## config.mk

```make
export PLATFORM = sky130hd
export DESIGN_NAME = ecvd_exception_unit
export DESIGN_NICKNAME = d
export VERILOG_FILES = /design/src/hw/ecvd_pkg.sv /design/src/hw/ecvd_exception_unit.sv
export SDC_FILE = /design/constraint.sdc
export NUM_CORES = 1
export LEC_CHECK = 0
export BUFFER_PORTS_ARGS = -buffer_cell sky130_fd_sc_hd__buf_2
export CAP_MARGIN = 20
export CORE_UTILIZATION = 52
export CTS_BUF_LIST = sky130_fd_sc_hd__clkbuf_8
export DETAILED_ROUTE_END_ITERATION = 10
export PLACE_DENSITY = 0.83
export SLEW_MARGIN = 20
export SYNTH_ARGS = -nofsm -noshare
export SYNTH_HDL_FRONTEND = slang
export SYNTH_SLANG_ARGS = --single-unit
```

## constraint.sdc

```tcl
create_clock -name clk_sys_in -period 4.8 [get_ports clk_sys_in]
set_input_delay 0.96 -clock clk_sys_in [delete_from_list [all_inputs] [get_ports clk_sys_in]]
set_output_delay 0.96 -clock clk_sys_in [all_outputs]
set_load 0.02 [all_outputs]
```

## src/hw/ecvd_pkg.sv

```systemverilog
/*
 * Package of the exception classing and vector dispatch unit: register
 * offsets, machine state layout, vector offsets, causes and carriers.
 * Assumes a 32-bit register port with byte addresses on aligned words.
 */
package ecvd_pkg;

	localparam int          ECVD_AW        = 8;
	localparam int          ECVD_DW        = 32;
	localparam int          ECVD_PC_W      = 32;

	localparam logic [7:0]  ADDR_MSTATE    = 8'h00;
	localparam logic [7:0]  ADDR_SAVED_RA  = 8'h04;
	localparam logic [7:0]  ADDR_SAVED_MS  = 8'h08;
	localparam logic [7:0]  ADDR_STATUS    = 8'h0C;
	localparam logic [7:0]  ADDR_MASK      = 8'h10;
	localparam logic [7:0]  ADDR_INFO      = 8'h14;

	localparam logic [31:0] OFS_SYS_RESET  = 32'h0000_0100;
	localparam logic [31:0] OFS_MCHECK     = 32'h0000_0200;
	localparam logic [31:0] OFS_DATA_FAULT = 32'h0000_0300;
	localparam logic [31:0] OFS_FETCH      = 32'h0000_0400;
	localparam logic [31:0] OFS_EXT_IRQ    = 32'h0000_0500;
	localparam logic [31:0] OFS_ALIGN      = 32'h0000_0600;
	localparam logic [31:0] VEC_BASE_HIGH  = 32'hFFF0_0000;
	localparam logic [31:0] VEC_BASE_LOW   = 32'h0000_0000;

	// Machine state field positions, low bit first.
	localparam int          MS_REC_BIT     = 0;
	localparam int          MS_USER_BIT    = 1;
	localparam int          MS_EIE_BIT     = 2;
	localparam int          MS_MCE_BIT     = 3;
	localparam int          MS_VPS_BIT     = 4;
	localparam int          MS_W           = 5;
	localparam logic [4:0]  MS_RESET       = 5'h10;

	// Status and mask: one bit per cause, then checkstop.
	localparam int          STAT_W         = 7;
	localparam int          STAT_CHK_BIT   = 6;
	localparam logic [6:0]  STAT_RESET     = 7'h00;

	typedef enum logic [2:0] {
		CS_NONE,
		CS_SYS_RESET,
		CS_MCHECK,
		CS_DATA_FAULT,
		CS_FETCH_FAULT,
		CS_EXT_IRQ,
		CS_ALIGN
	} ecvd_cause_t;

	typedef struct packed {
		logic sys_reset;
		logic mcheck;
		logic ext_irq;
		logic corrupt;
	} ecvd_pins_t;

	typedef struct packed {
		logic [31:0] vector;
		ecvd_cause_t cause;
		logic        async;
		logic        precise;
	} ecvd_take_t;

endpackage

```

## src/hw/ecvd_exception_unit.sv

```systemverilog
/*
 * Exception classing and vector dispatch unit with its register port.
 * Assumes the pipeline presents at most one faulting instruction at a
 * time, oldest first, and raises older_done_in once every earlier
 * instruction has completed. Error and interrupt pins are asynchronous.
 * A write to the machine state or saved registers in a cycle that takes
 * an exception is lost, since the take wins. With ALIGN_TRAP_EN at 0
 * alignment faults are never acknowledged and the pipeline must carry
 * out such accesses itself.
 */
// Contract
// RQ1: Each exception is classed sync or async and precise or imprecise, reset and machine check being async unmaskable, the external request async maskable.
// RQ2: Pipeline faults are synchronous, pin events are asynchronous.
// RQ3: The vector is the cause offset placed in the region chosen by the prefix select bit.
// RQ4: System reset goes to offset 00100 and may come from any source.
// RQ5: A system reset that corrupted state clears the saved recoverable flag.
// RQ6: Machine check, raised by the error pin, goes to offset 00200.
// RQ7: A machine check while its enable is 0 enters checkstop instead.
// RQ8: A machine check that corrupted state clears the saved recoverable flag.
// RQ9: A failed data access goes to offset 00300.
// RQ10: A failed instruction fetch goes to offset 00400.
// RQ11: The external request is taken at 00500 only while pending and enabled.
// RQ12: An alignment failure may go to 00600 or be done correctly instead.
// RQ13: Exceptions are taken in program order after older instructions finish; system reset and machine check are taken without waiting for older_done_in.
// RQ14: Taking saves address and state and fetches the vector in supervisor mode.
// RQ15: Pending async events are taken reset first, then machine check, then external.
`timescale 1ns/10ps

module ecvd_exception_unit
	import ecvd_pkg::*;
#(
	parameter bit ALIGN_TRAP_EN = 1'b1
) (
	// Clock and reset.
	input  wire logic                 clk_sys_in,
	input  wire logic                 rst_in,
	// Error and interrupt pins.
	input  wire ecvd_pins_t           ext_pins_in,
	// Pipeline side.
	input  wire logic                 fault_valid_in,
	input  wire ecvd_cause_t          fault_kind_in,
	input  wire logic [ECVD_PC_W-1:0] fault_pc_in,
	input  wire logic [ECVD_PC_W-1:0] next_pc_in,
	input  wire logic                 older_done_in,
	output logic                      fault_ack_out,
	output logic                      take_valid_out,
	output ecvd_take_t                take_out,
	output logic                      supervisor_out,
	output logic                      checkstop_out,
	// Register port.
	input  wire logic [ECVD_AW-1:0]   addr_in,
	input  wire logic [ECVD_DW-1:0]   wdata_in,
	input  wire logic                 wr_in,
	input  wire logic                 rd_in,
	output logic [ECVD_DW-1:0]        rdata_out,
	output logic                      irq_out
);

	function automatic logic [31:0] vec_offset(input ecvd_cause_t c);
		case (c)
			CS_SYS_RESET:   vec_offset = OFS_SYS_RESET;
			CS_MCHECK:      vec_offset = OFS_MCHECK;
			CS_DATA_FAULT:  vec_offset = OFS_DATA_FAULT;
			CS_FETCH_FAULT: vec_offset = OFS_FETCH;
			CS_EXT_IRQ:     vec_offset = OFS_EXT_IRQ;
			CS_ALIGN:       vec_offset = OFS_ALIGN;
			default:        vec_offset = 32'h0000_0000;
		endcase
	endfunction

	function automatic logic is_async(input ecvd_cause_t c);
		is_async = (c == CS_SYS_RESET) || (c == CS_MCHECK) ||
			(c == CS_EXT_IRQ);
	endfunction

	logic [3:0]           meta_reg;
	logic [3:0]           sync_reg;
	logic [3:0]           prev_reg;
	logic                 sr_pend_reg;
	logic                 mc_pend_reg;
	logic                 chk_reg;
	logic [MS_W-1:0]      ms_reg;
	logic [ECVD_PC_W-1:0] saved_ra_reg;
	logic [MS_W-1:0]      saved_ms_reg;
	logic [STAT_W-1:0]    stat_reg;
	logic [STAT_W-1:0]    mask_reg;
	logic [ECVD_DW-1:0]   rdata_reg;
	logic                 take_valid_reg;
	ecvd_take_t           take_reg;
	logic                 irq_reg;

	ecvd_pins_t           pins_s;
	ecvd_pins_t           pins_p;
	logic                 sr_rise;
	logic                 mc_rise;
	logic                 ms_vps;
	logic                 ms_mce;
	logic                 ms_eie;
	logic                 take_sr;
	logic                 take_mc;
	logic                 take_sync;
	logic                 take_ext;
	logic                 take_any;
	logic                 sync_ok;
	logic                 chk_enter;
	ecvd_cause_t          cause;
	logic [31:0]          vec_base;
	logic [31:0]          vector;
	logic                 corrupt;
	logic [MS_W-1:0]      saved_ms_next;
	logic [MS_W-1:0]      ms_next;
	logic [ECVD_PC_W-1:0] saved_ra_next;
	logic [STAT_W-1:0]    stat_ev;
	logic [STAT_W-1:0]    stat_next;
	logic [ECVD_DW-1:0]   rdata_next;
	logic                 wr_ms;
	logic                 rd_stat;
	logic                 wr_saved_ra;
	logic                 wr_saved_ms;
	logic                 wr_mask;
	logic [STAT_W-1:0]    mask_next;
	logic                 irq_next;

	// Pins pass two flip-flops; sync_reg and its delayed copy prev_reg are looked at.
	assign pins_s  = ecvd_pins_t'(sync_reg);
	assign pins_p  = ecvd_pins_t'(prev_reg);
	assign sr_rise = pins_s.sys_reset & ~pins_p.sys_reset;   // [RQ2] [RQ4]
	assign mc_rise = pins_s.mcheck & ~pins_p.mcheck;         // [RQ2] [RQ6]
	// Corruption is a level that must still stand at the take edge.
	assign corrupt = pins_s.corrupt;

	assign ms_vps = ms_reg[MS_VPS_BIT];
	assign ms_mce = ms_reg[MS_MCE_BIT];
	assign ms_eie = ms_reg[MS_EIE_BIT];

	// Fixed priority among the async sources; the others stay pending.
	assign take_sr   = sr_pend_reg & ~chk_reg;                   // [RQ15]
	assign chk_enter = ~take_sr & mc_pend_reg & ~ms_mce
		& ~chk_reg;                                              // [RQ7]
	assign take_mc   = ~take_sr & mc_pend_reg & ms_mce
		& ~chk_reg;                                              // [RQ15]
	assign sync_ok   = fault_valid_in & older_done_in &
		((fault_kind_in == CS_DATA_FAULT) ||
		 (fault_kind_in == CS_FETCH_FAULT) ||
		 ((fault_kind_in == CS_ALIGN) && ALIGN_TRAP_EN));        // [RQ12]
	// An older instruction's fault goes before the external request.
	assign take_sync = ~take_sr & ~mc_pend_reg & ~chk_reg
		& sync_ok;                                               // [RQ13]
	// The request is a level; clearing the enable on a take stops a re-take.
	assign take_ext  = ~take_sr & ~mc_pend_reg & ~chk_reg & ~sync_ok
		& pins_s.ext_irq & ms_eie & older_done_in;      // [RQ11] [RQ15]
	assign take_any  = take_sr | take_mc | take_sync | take_ext;
	assign fault_ack_out = take_sync;

	assign cause = take_sr   ? CS_SYS_RESET :
		take_mc   ? CS_MCHECK :
		take_sync ? fault_kind_in :
		take_ext  ? CS_EXT_IRQ : CS_NONE;          // [RQ9] [RQ10] [RQ2]

	// The prefix select bit picks the high or the low vector region.
	assign vec_base = ms_vps ? VEC_BASE_HIGH : VEC_BASE_LOW;   // [RQ3]
	assign vector   = vec_base | vec_offset(cause);   // [RQ4] [RQ6] [RQ11]

	// Corruption at reset or machine check clears the saved flag.
	// Saved registers stay writable so a handler can restore them.
	always_comb begin
		saved_ms_next = saved_ms_reg;
		saved_ra_next = saved_ra_reg;
		if (take_any) begin
			saved_ms_next = ms_reg;                               // [RQ14]
			saved_ra_next = take_sync ? fault_pc_in : next_pc_in; // [RQ14]
			if ((take_sr | take_mc) & corrupt) begin
				saved_ms_next[MS_REC_BIT] = 1'b0;           // [RQ5] [RQ8]
			end
		end else if (wr_saved_ms) begin
			saved_ms_next = wdata_in[MS_W-1:0];
		end else if (wr_saved_ra) begin
			saved_ra_next = wdata_in;
		end
	end

	// Register port write decodes.
	assign wr_ms       = wr_in && (addr_in == ADDR_MSTATE);
	assign wr_saved_ra = wr_in && (addr_in == ADDR_SAVED_RA);
	assign wr_saved_ms = wr_in && (addr_in == ADDR_SAVED_MS);
	assign wr_mask     = wr_in && (addr_in == ADDR_MASK);
	assign mask_next   = wr_mask ? wdata_in[STAT_W-1:0] : mask_reg;

	// A take leaves user mode, masks the external request and marks the
	// live state unrecoverable until the handler has saved the context.
	always_comb begin
		ms_next = ms_reg;
		if (take_any) begin
			ms_next[MS_USER_BIT] = 1'b0;                          // [RQ14]
			ms_next[MS_EIE_BIT]  = 1'b0;
			ms_next[MS_REC_BIT]  = 1'b0;
			if (take_mc) begin
				ms_next[MS_MCE_BIT] = 1'b0;
			end
		end else if (wr_ms) begin
			ms_next = wdata_in[MS_W-1:0];
		end
	end

	// Status: a read clears, a new event in the same cycle wins.
	always_comb begin
		stat_ev = '0;
		if (take_any) begin
			stat_ev[3'(cause) - 3'd1] = 1'b1;
		end
		stat_ev[STAT_CHK_BIT] = chk_enter;
	end
	assign rd_stat   = rd_in && (addr_in == ADDR_STATUS);
	assign stat_next = (rd_stat ? '0 : stat_reg) | stat_ev;
	// The level request comes from a flip-flop, free of decode glitches.
	assign irq_next  = |(stat_next & mask_next);

	// Idle and unmapped reads give zero, so data stand only in the answer.
	always_comb begin
		rdata_next = '0;
		if (rd_in) begin
			case (addr_in)
				ADDR_MSTATE:   rdata_next = 32'(ms_reg);
				ADDR_SAVED_RA: rdata_next = saved_ra_reg;
				ADDR_SAVED_MS: rdata_next = 32'(saved_ms_reg);
				ADDR_STATUS:   rdata_next = 32'(stat_reg);
				ADDR_MASK:     rdata_next = 32'(mask_reg);
				ADDR_INFO:     rdata_next = {28'h0000000, sr_pend_reg,
					mc_pend_reg, pins_s.ext_irq, chk_reg};
				default:       rdata_next = '0;
			endcase
		end
	end

	always_ff @(posedge clk_sys_in or posedge rst_in) begin
		if (rst_in) begin
			meta_reg <= 4'h0;
			sync_reg <= 4'h0;
			prev_reg <= 4'h0;
		end else begin
			meta_reg <= ext_pins_in;
			sync_reg <= meta_reg;
			prev_reg <= sync_reg;
		end
	end

	// Pending sources: set wins over the clear by taking.
	// A new rise in the cycle of a take is kept, so no edge is lost.
	always_ff @(posedge clk_sys_in or posedge rst_in) begin
		if (rst_in) begin
			sr_pend_reg <= 1'b0;
			mc_pend_reg <= 1'b0;
			chk_reg     <= 1'b0;
		end else begin
			sr_pend_reg <= sr_rise | (sr_pend_reg & ~take_sr);
			mc_pend_reg <= mc_rise
				| (mc_pend_reg & ~take_mc & ~chk_enter);
			chk_reg     <= chk_reg | chk_enter;                   // [RQ7]
		end
	end

	always_ff @(posedge clk_sys_in or posedge rst_in) begin
		if (rst_in) begin
			ms_reg       <= MS_RESET;
			saved_ra_reg <= '0;
			saved_ms_reg <= '0;
			stat_reg     <= STAT_RESET;
			mask_reg     <= STAT_RESET;
			rdata_reg    <= '0;
			irq_reg      <= 1'b0;
		end else begin
			ms_reg       <= ms_next;
			saved_ra_reg <= saved_ra_next;
			saved_ms_reg <= saved_ms_next;
			stat_reg     <= stat_next;
			rdata_reg    <= rdata_next;
			mask_reg     <= mask_next;
			irq_reg      <= irq_next;
		end
	end

	// The take record holds until the next take, for a late fetch.
	always_ff @(posedge clk_sys_in or posedge rst_in) begin
		if (rst_in) begin
			take_valid_reg <= 1'b0;
			take_reg       <= '0;
		end else begin
			take_valid_reg   <= take_any;
			if (take_any) begin
				take_reg.vector  <= vector;                       // [RQ14]
				take_reg.cause   <= cause;
				take_reg.async   <= is_async(cause);              // [RQ1]
				take_reg.precise <= ~(take_sr | take_mc);         // [RQ1]
			end
		end
	end

	assign take_valid_out = take_valid_reg;
	assign take_out       = take_reg;
	assign supervisor_out = ~ms_reg[MS_USER_BIT];
	assign checkstop_out  = chk_reg;
	assign rdata_out      = rdata_reg;
	assign irq_out        = irq_reg;

endmodule

```

==> flow_summary_export.csv, run 1 <==
group,metric,value,unit
cts,numCtsBuffers,9,
cts,cts_htree_levels,3,
placed_design,io_buffer_count,173,
power,vdd_ir_drop_max,0.274,mV
finish,syn2layout_area_growth,18.2,%
cts,cts_tree,"yes",
placed_design,dp_cells,783,
timing,worst_slack,1.32,ns
setup_path,r2r_end,"saved_ms_reg[0]$_DFFE_PP0P_",
power,p_leak,3.43,nW
detailed_routing,routed_wl,13.3,mm
grt,grt_first_pass_wirelength,21.9,mm
setup_path,reg2reg_from,"mc_pend_reg$_DFF_PP0_",
cts,worst_skew_pair.late_latency,0.37,ns
power,combPwrFrac,28.3,%
timing,fmax,287,MHz
detailed_routing,drt_first_iter_violations,286,
timing,rsz0062_at_grt,"no",
cts,cts_resized,0,
cts,clock-sinks,112,
power,power_density,394,nW/um^2
finish,nets,775,
setup_path,r2r_slack,1.71,ns
power,p_switching,0.879,mW
setup_path,crit_path_start,"fault_kind_in[2]",
floorplan,dieWidth,105,um
setup_path,worstSetupEndpoint,"fault_ack_out",
detailed_routing,vias,4513,
finish,final_util,63.1,%
timing,whs,0.357,ns
job,max-cap-violations,0,
placed_design,pre_cts_ws,1.11,ns
synthesis,ys.flop_type,"dfrtp_1",
detailed_routing,antenna_left,0,
synthesis,syn_avg_cell_area,10.7,um^2
grt,grt_max_degree,77,
detailed_routing,routedWlPerCell,16.6,um
finish,instances_no_fill,799,
synthesis,synth_edf_count,0,
synthesis,ys_seq_elements,112,
run_status,outcome,"complete, no violations",
synthesis,synthArstFlopShare,100,%
timing,period_needed,3.48,ns
power,seq_power_share,50.0,%
grt,groute.usage.overall,25.4,%
placed_design,dp_hpwl,9.74,mm
grt,grt_pass1_vias,4475,
power,p_int,1.67,mW
timing,drv_slew,0,
timing,post-route-period-util,72.5,%
synthesis,synth_cells,511,
timing,fin_skew,0.0135,ns
setup_path,cp.required,3.84,ns
cts,cts_buffer_depth,2,
power,finalPower,2.55,mW
finish,fill_cells,863,
floorplan,die_y,105,um
timing,setup_viol,0,
setup_path,cp-start-kind,"primary input",
power,swShare,34.4,%
worst_hold_path,hp-class,"reg -> reg",
cts,cts_setup_buffers,0,
grt,grt.overflow.total,0,
synthesis,yosys_warnings,0,
placed_design,postPlaceCellArea,6290,um^2
finish,mostFrequentLayoutCell,"buf_2",
setup_path,setup.worst_path.end_class,"output pin",
detailed_routing,drc,0,
timing,relSlewSlack,32.5,%
synthesis,synthDistinctLibCells,57,
floorplan,io_pins,191,
finish,num_antenna_cells,0,
timing,hold_violations,0,
setup_path,r2r_cells,9,
detailed_routing,via_per_inst,5.65,
grt,antenna_found_initial,0,
floorplan,die_area,11000,um^2
cts,ctsHoldBuffers,0,
floorplan,core,10300,um^2
cts,cts.clk_slew.worst_paths,0.10,ns
setup_path,cp_max_fo,36,
floorplan,initial_core_util,53.4,%
cts,cts-root-buf,"clkbuf_8",
synthesis,seq_area_frac_synth,51.1,%
floorplan,fp-row-count,37,
finish,multi_input_area,2360,um^2
finish,fin_area,6490,um^2
finish,drive_gt1_share,36.8,%
placed_design,gp_congestion,0.876,
setup_path,worstPathArrival,2.52,ns
power,clkPwrFrac,21.7,%
timing,worst_pin_slew,1.01,ns
setup_path,crit_type,"in -> out",
finish,mostFrequentLayoutCells,"buf_2 (173), dfrtp_1 (111), nand2_1 (62), mux2i_1 (35), mux2_2 (34)",
synthesis,syn_area,5490,um^2
timing,tns,0,ns
detailed_routing,first_pass_iters,7,
finish,register_area,2800,um^2
## power by group through the flow
stage	logic (mW)	registers, mW	clock network (mW)
floorplan	0.546	1.27	0
CTS	0.727	1.27	0.568
finish	0.722	1.28	0.555
detailed placement	0.727	1.29	0
global route	0.804	1.30	0.605
global placement	0.697	1.28	0
## worst max-delay path, stage by stage
cell and delay [ns]:
buf_2 0.14, nand3b_1 0.18, a2111o_1 0.41, buf_4 0.29, inv_2 0.30, buf_2 0.24
## synthesized netlist by cell type (7+ instances only)
| library cell | count | area [um^2] |
|---|---|---|
| nand3_1 | 7 | 35.0 |
| nor2_1 | 22 | 82.6 |
| o21ai_0 | 30 | 150 |
| nand2_1 | 62 | 233 |
| clkbuf_1 | 19 | 71.3 |
| a22o_1 | 7 | 61.3 |
| o31ai_1 | 12 | 90.1 |
| and3_1 | 27 | 169 |
| mux2_2 | 34 | 383 |
| nand4_1 | 8 | 50.1 |
| mux2i_1 | 35 | 350 |
| a211oi_1 | 7 | 52.6 |
| buf_4 | 30 | 225 |
| inv_1 | 9 | 33.8 |
| dfrtp_1 | 111 | 2780 |
| a21oi_1 | 10 | 50.1 |
| buf_2 | 7 | 35.0 |
## final cells by class
class | instances | area share, %
repair buffers | 180 | 14.2
flip-flops and latches | 112 | 43.2
inverters | 11 | 0.675
clock inverters | 7 | 1.12
multi-input cells | 344 | 36.3
clock buffers | 9 | 1.91
well taps | 136 | 2.62
## cells by family after synthesis
kind of cell | synth area share (%)
AOI/OAI and AO/OA | 12.7
buffers and inverters | 7.34
DFF | 51.1
muxes | 13.8
other | 0.0683
and+or+nand+nor | 15.0
## per-layer routing
metal,wire [um],track usage (%)
met5,0,0
met4,359,11.2
met3,956,4.12
met2,6330,40.9
met1,5660,33.9
## worst min path at each step
| stage | slack, ns | from | end | cells after the start |
|---|---|---|---|---|
| detailed placement | 0.34 | meta_reg[0]$_DFF_PP0_ | pins_s[0]$_DFF_PP0_ | 0 |
| global placement | 0.33 | meta_reg[2]$_DFF_PP0_ | pins_s[2]$_DFF_PP0_ | 0 |
| finish | 0.36 | meta_reg[0]$_DFF_PP0_ | pins_s[0]$_DFF_PP0_ | 0 |
| floorplan | 0.33 | meta_reg[0]$_DFF_PP0_ | pins_s[0]$_DFF_PP0_ | 0 |
| CTS | 0.36 | meta_reg[0]$_DFF_PP0_ | pins_s[0]$_DFF_PP0_ | 0 |
| global route | 0.37 | meta_reg[1]$_DFF_PP0_ | pins_s[1]$_DFF_PP0_ | 0 |
(Power assumes the default switching activity.)
==> inputs of run 2 (changes only) <==
CORE_UTILIZATION = 47   (was 52)
PLACE_DENSITY = 0.79   (was 0.83)
clock period = 2.9 ns   (was 4.8 ns; I/O delays follow)
==> flow_summary_export.csv, run 2 (synthesis results as in run 1) <==
group,metric,value,unit
grt,grt_max_degree,57,
finish,nets,792,
timing,post-route-period-util,90.4,%
timing,period_needed,2.62,ns
power,p_switching,1.49,mW
power,swShare,33.7,%
detailed_routing,first_pass_iters,7,
detailed_routing,routed_wl,14.4,mm
cts,cts-root-buf,"clkbuf_8",
power,clkPwrFrac,23.0,%
detailed_routing,via_per_inst,5.47,
cts,clock-sinks,112,
setup_path,worstPathArrival,2.04,ns
finish,drive_gt1_share,38.7,%
finish,mostFrequentLayoutCell,"buf_2",
detailed_routing,vias,4502,
detailed_routing,routedWlPerCell,17.5,um
placed_design,postPlaceCellArea,6470,um^2
setup_path,cp.required,2.32,ns
setup_path,crit_type,"reg -> out",
finish,syn2layout_area_growth,22.0,%
placed_design,gp_congestion,0.891,
finish,fin_area,6700,um^2
timing,fmax,382,MHz
timing,fin_skew,0.0136,ns
grt,grt_first_pass_wirelength,22.1,mm
floorplan,core,11400,um^2
timing,hold_violations,0,
timing,setup_viol,0,
grt,grt.overflow.total,0,
power,p_int,2.93,mW
timing,relSlewSlack,57.3,%
finish,mostFrequentLayoutCells,"buf_2 (173), dfrtp_1 (111), nand2_1 (62), mux2i_1 (35), mux2_2 (34)",
setup_path,cp_max_fo,12,
grt,grt_pass1_vias,4305,
detailed_routing,drt_first_iter_violations,266,
floorplan,fp-row-count,39,
detailed_routing,antenna_left,0,
setup_path,max_stage_delay,0.47,ns
grt,antenna_found_initial,0,
cts,numCtsBuffers,9,
setup_path,worst-path-buf-inv,3,
floorplan,die_area,12100,um^2
setup_path,path_cells,"nand3b_1 -> a2111o_1 -> inv_2 -> buf_4 -> buf_2",
grt,groute.usage.overall,24.4,%
floorplan,die_y,110,um
cts,ctsHoldBuffers,0,
power,seq_power_share,47.7,%
setup_path,setup.worst_path.end_class,"output pin",
finish,final_util,58.7,%
timing,rsz0062_at_grt,"no",
setup_path,crit_slowest_cell,"dfrtp_1",
floorplan,dieWidth,110,um
power,power_density,659,nW/um^2
power,p_leak,3.53,nW
placed_design,io_buffer_count,173,
cts,cts_htree_levels,3,
power,vdd_ir_drop_max,0.368,mV
floorplan,io_pins,191,
run_status,outcome,"complete, no violations",
finish,num_antenna_cells,0,
worst_hold_path,hp-class,"in -> async",
cts,cts_buffer_depth,2,
setup_path,cp-start-kind,"flip-flop",
setup_path,r2r_slack,0.41,ns
cts,worst_skew_pair.late_latency,0.37,ns
setup_path,path_delay_family,"buffers and inverters",
placed_design,dp_hpwl,10.9,mm
timing,worst_pin_slew,0.639,ns
cts,cts_tree,"yes",
floorplan,initial_core_util,48.1,%
timing,drv_slew,0,
power,combPwrFrac,29.2,%
detailed_routing,drc,0,
job,max-cap-violations,0,
cts,cts.clk_slew.worst_paths,0.10,ns
-- run 2: worst register-to-register path, delay by kind of cell (launching register included) --
kind / cells / cell delay, ns
buffers and inverters: 3 / 0.61
and+or+nand+nor: 3 / 0.82
muxes: 1 / 0.35
DFF: 1 / 0.48
AOI/OAI and AO/OA: 1 / 0.17
-- run 2: layout make-up --
type,count,area [um^2]
fill,1015,4720
clock buffer,13,179
clock inverter,3,46.3
tap,143,179
multi-input combinational,344,2360
timing repair buffer,197,1080
inverter,11,45.0
sequential,112,2800
-- run 2: stage by stage --
step / power (mW) / hold WS, ns / instances / TNS [ns] / setup slack, ns
after floorplan: 3.01 / 0.331 / 527 / 0 / 0.546
after global placement: 3.36 / 0.336 / 807 / 0 / 0.0551
after detailed placement: 3.42 / 0.335 / 807 / -0.0475 / -0.0475
after CTS: 4.43 / 0.285 / 823 / 0 / 0.144
after global routing: 4.69 / 0.279 / 823 / 0 / 0.207
final: 4.41 / 0.281 / 823 / 0 / 0.279
-- run 2: repair_timing --
action	in CTS	in global routing
setup endpoints to repair	0	1
resized for setup	0	1
setup buffers	0	0
-- run 2: power groups by stage --
stage	combinational [mW]	sequential (mW)	clock (mW)
6_report	1.29	2.11	1.02
5_1_grt	1.44	2.14	1.11
4_1_cts	1.29	2.10	1.04
3_5_place_dp	1.29	2.13	0
3_3_place_gp	1.25	2.11	0
2_1_floorplan	0.904	2.10	0
-- run 2: per-layer routing --
metal  up-vias  share of wire [%]  GRT usage (%)
met2       196                 49           39.3
met1      2174                 42           32.1
met5         -                  0              0
met4         0                2.0           9.14
met3        21                6.8           5.41
li1       2111                  -              -
-- run 2: path summary, 6_finish.rpt --
| path | start | end | cells after the start |
|---|---|---|---|
| worst max-delay path | mc_pend_reg$_DFF_PP0_ | fault_ack_out | 5 |
| worst min-delay path | rst_in | stat_reg[2]$_DFF_PP0_ | 2 |
| worst max register to register | mc_pend_reg$_DFF_PP0_ | ms_reg[4]$_DFFE_PP1P_ | 8 |
| worst min register to register | meta_reg[3]$_DFF_PP0_ | pins_s[3]$_DFF_PP0_ | 0 |
| max in group asynchronous | rst_in | rdata_out[7]$_DFF_PP0_ | 3 |
| min in group clk_sys_in | ext_pins_in[3] | meta_reg[3]$_DFF_PP0_ | 1 |
==> inputs of run 3 (changes only) <==
MAX_ROUTING_LAYER = met4   (was not set)
SKIP_CTS_REPAIR_TIMING = 1   (was not set)
==> flow_summary_export.csv, run 3 (synthesis results as in run 1) <==
group,metric,value,unit
cts,cts_tree,"yes",
placed_design,pre_cts_ws,-0.110,ns
cts,numCtsBuffers,9,
detailed_routing,vias,4556,
timing,period_needed,2.61,ns
placed_design,dp_hpwl,10.9,mm
setup_path,cp.required,2.32,ns
floorplan,die_area,12100,um^2
timing,post-route-period-util,89.9,%
timing,worst_pin_slew,0.627,ns
finish,final_util,58.4,%
floorplan,initial_core_util,48.1,%
timing,drv_slew,0,
power,power_density,644,nW/um^2
timing,worst_slack,0.294,ns
timing,setup_viol,0,
setup_path,r2r_slack,0.33,ns
cts,cts.clk_slew.worst_paths,0.11,ns
power,finalPower,4.29,mW
finish,mostFrequentLayoutCell,"buf_2",
detailed_routing,antenna_left,0,
detailed_routing,drc,0,
worst_hold_path,hp-class,"in -> async",
power,vdd_ir_drop_max,0.314,mV
timing,tns,0,ns
job,max-cap-violations,0,
floorplan,dieWidth,110,um
detailed_routing,first_pass_iters,6,
floorplan,die_y,110,um
grt,grt_max_degree,58,
finish,drive_gt1_share,38.5,%
timing,relSlewSlack,58.1,%
floorplan,io_pins,191,
timing,fmax,384,MHz
power,p_leak,3.52,nW
cts,cts-root-buf,"clkbuf_8",
setup_path,worstPathArrival,2.03,ns
grt,grt.overflow.total,0,
finish,fill_cells,998,
grt,antenna_found_initial,0,
detailed_routing,via_per_inst,5.53,
timing,hold_violations,0,
finish,syn2layout_area_growth,21.4,%
detailed_routing,routedWlPerCell,17.7,um
placed_design,gp_congestion,0.947,
cts,worst_skew_pair.late_latency,0.38,ns
placed_design,io_buffer_count,173,
cts,cts_buffer_depth,2,
timing,rsz0062_at_grt,"no",
grt,groute.usage.overall,25.1,%
floorplan,core,11400,um^2
setup_path,cp-start-kind,"flip-flop",
setup_path,crit_type,"reg -> out",
finish,num_antenna_cells,0,
grt,grt_pass1_vias,4287,
run_status,outcome,"complete, no violations",
floorplan,fp-row-count,39,
finish,nets,793,
cts,clock-sinks,112,
finish,mostFrequentLayoutCells,"buf_2 (173), dfrtp_1 (111), nand2_1 (62), mux2i_1 (35), mux2_2 (34)",
grt,grt_first_pass_wirelength,22.1,mm
cts,cts_htree_levels,3,
setup_path,cp_max_fo,12,
timing,fin_skew,0.0192,ns
detailed_routing,routed_wl,14.6,mm
detailed_routing,drt_first_iter_violations,221,
setup_path,setup.worst_path.end_class,"output pin",
run 3: changes by cell type in the layout (fill, tap and decap cells not counted), sizes merged:
cell | previous run | this run
clkinvlp | 2 | 1
buf | 197 | 198
inv | 11 | 14
clkbuf | 13 | 9
clkinv | 0 | 3
bufinv | 1 | 0
run 3: area by class of cell:
cell class	count	area, um^2	area share [%]
Tap cell	143	179	2.68
Inverter	11	45.0	0.676
Timing Repair Buffer	198	1090	16.4
Multi-Input combinational cell	344	2360	35.4
Sequential cell	112	2800	42.1
Clock buffer	9	124	1.86
Clock inverter	7	58.8	0.882
run 3: stage by stage:
step	hold slack (ns)	cell area, um^2	instances
after floorplan	0.331	5550	527
after global placement	0.335	6470	808
after global routing	0.285	6660	824
final	0.271	6660	824
after detailed placement	0.336	6470	808
after CTS	0.283	6660	824
run 3: final timing paths:
check                                            from                      end  cells past startpoint
worst max-delay path            mc_pend_reg$_DFF_PP0_            fault_ack_out                      5
worst min-delay path                           rst_in    meta_reg[1]$_DFF_PP0_                      2
worst max register to register  mc_pend_reg$_DFF_PP0_    ms_reg[4]$_DFFE_PP1P_                      7
worst min register to register  meta_reg[3]$_DFF_PP0_      pins_s[3]$_DFF_PP0_                      0
min in group clk_sys_in                ext_pins_in[1]    meta_reg[1]$_DFF_PP0_                      1
max in group asynchronous                      rst_in  rdata_out[23]$_DFF_PP0_                      3
run 3: report_power, final:
group          internal [mW]  switching, mW
logic                  0.550          0.766
registers               1.89          0.207
clock network          0.324          0.563
total                   2.76           1.53
run 3: metal layers:
metal | part of all wire, % | track usage [%]
met1 | 43 | 33.3
met2 | 49 | 39.2
met3 | 6.1 | 4.12
met4 | 1.7 | 8.57
met5 | 0 | -
run 3: worst max-delay path: stages, from the launching register on:
cell      delay (ns)
dfrtp_1         0.47
nand3b_1        0.23
a2111o_1        0.44
inv_2           0.10
buf_4           0.21
buf_2           0.19
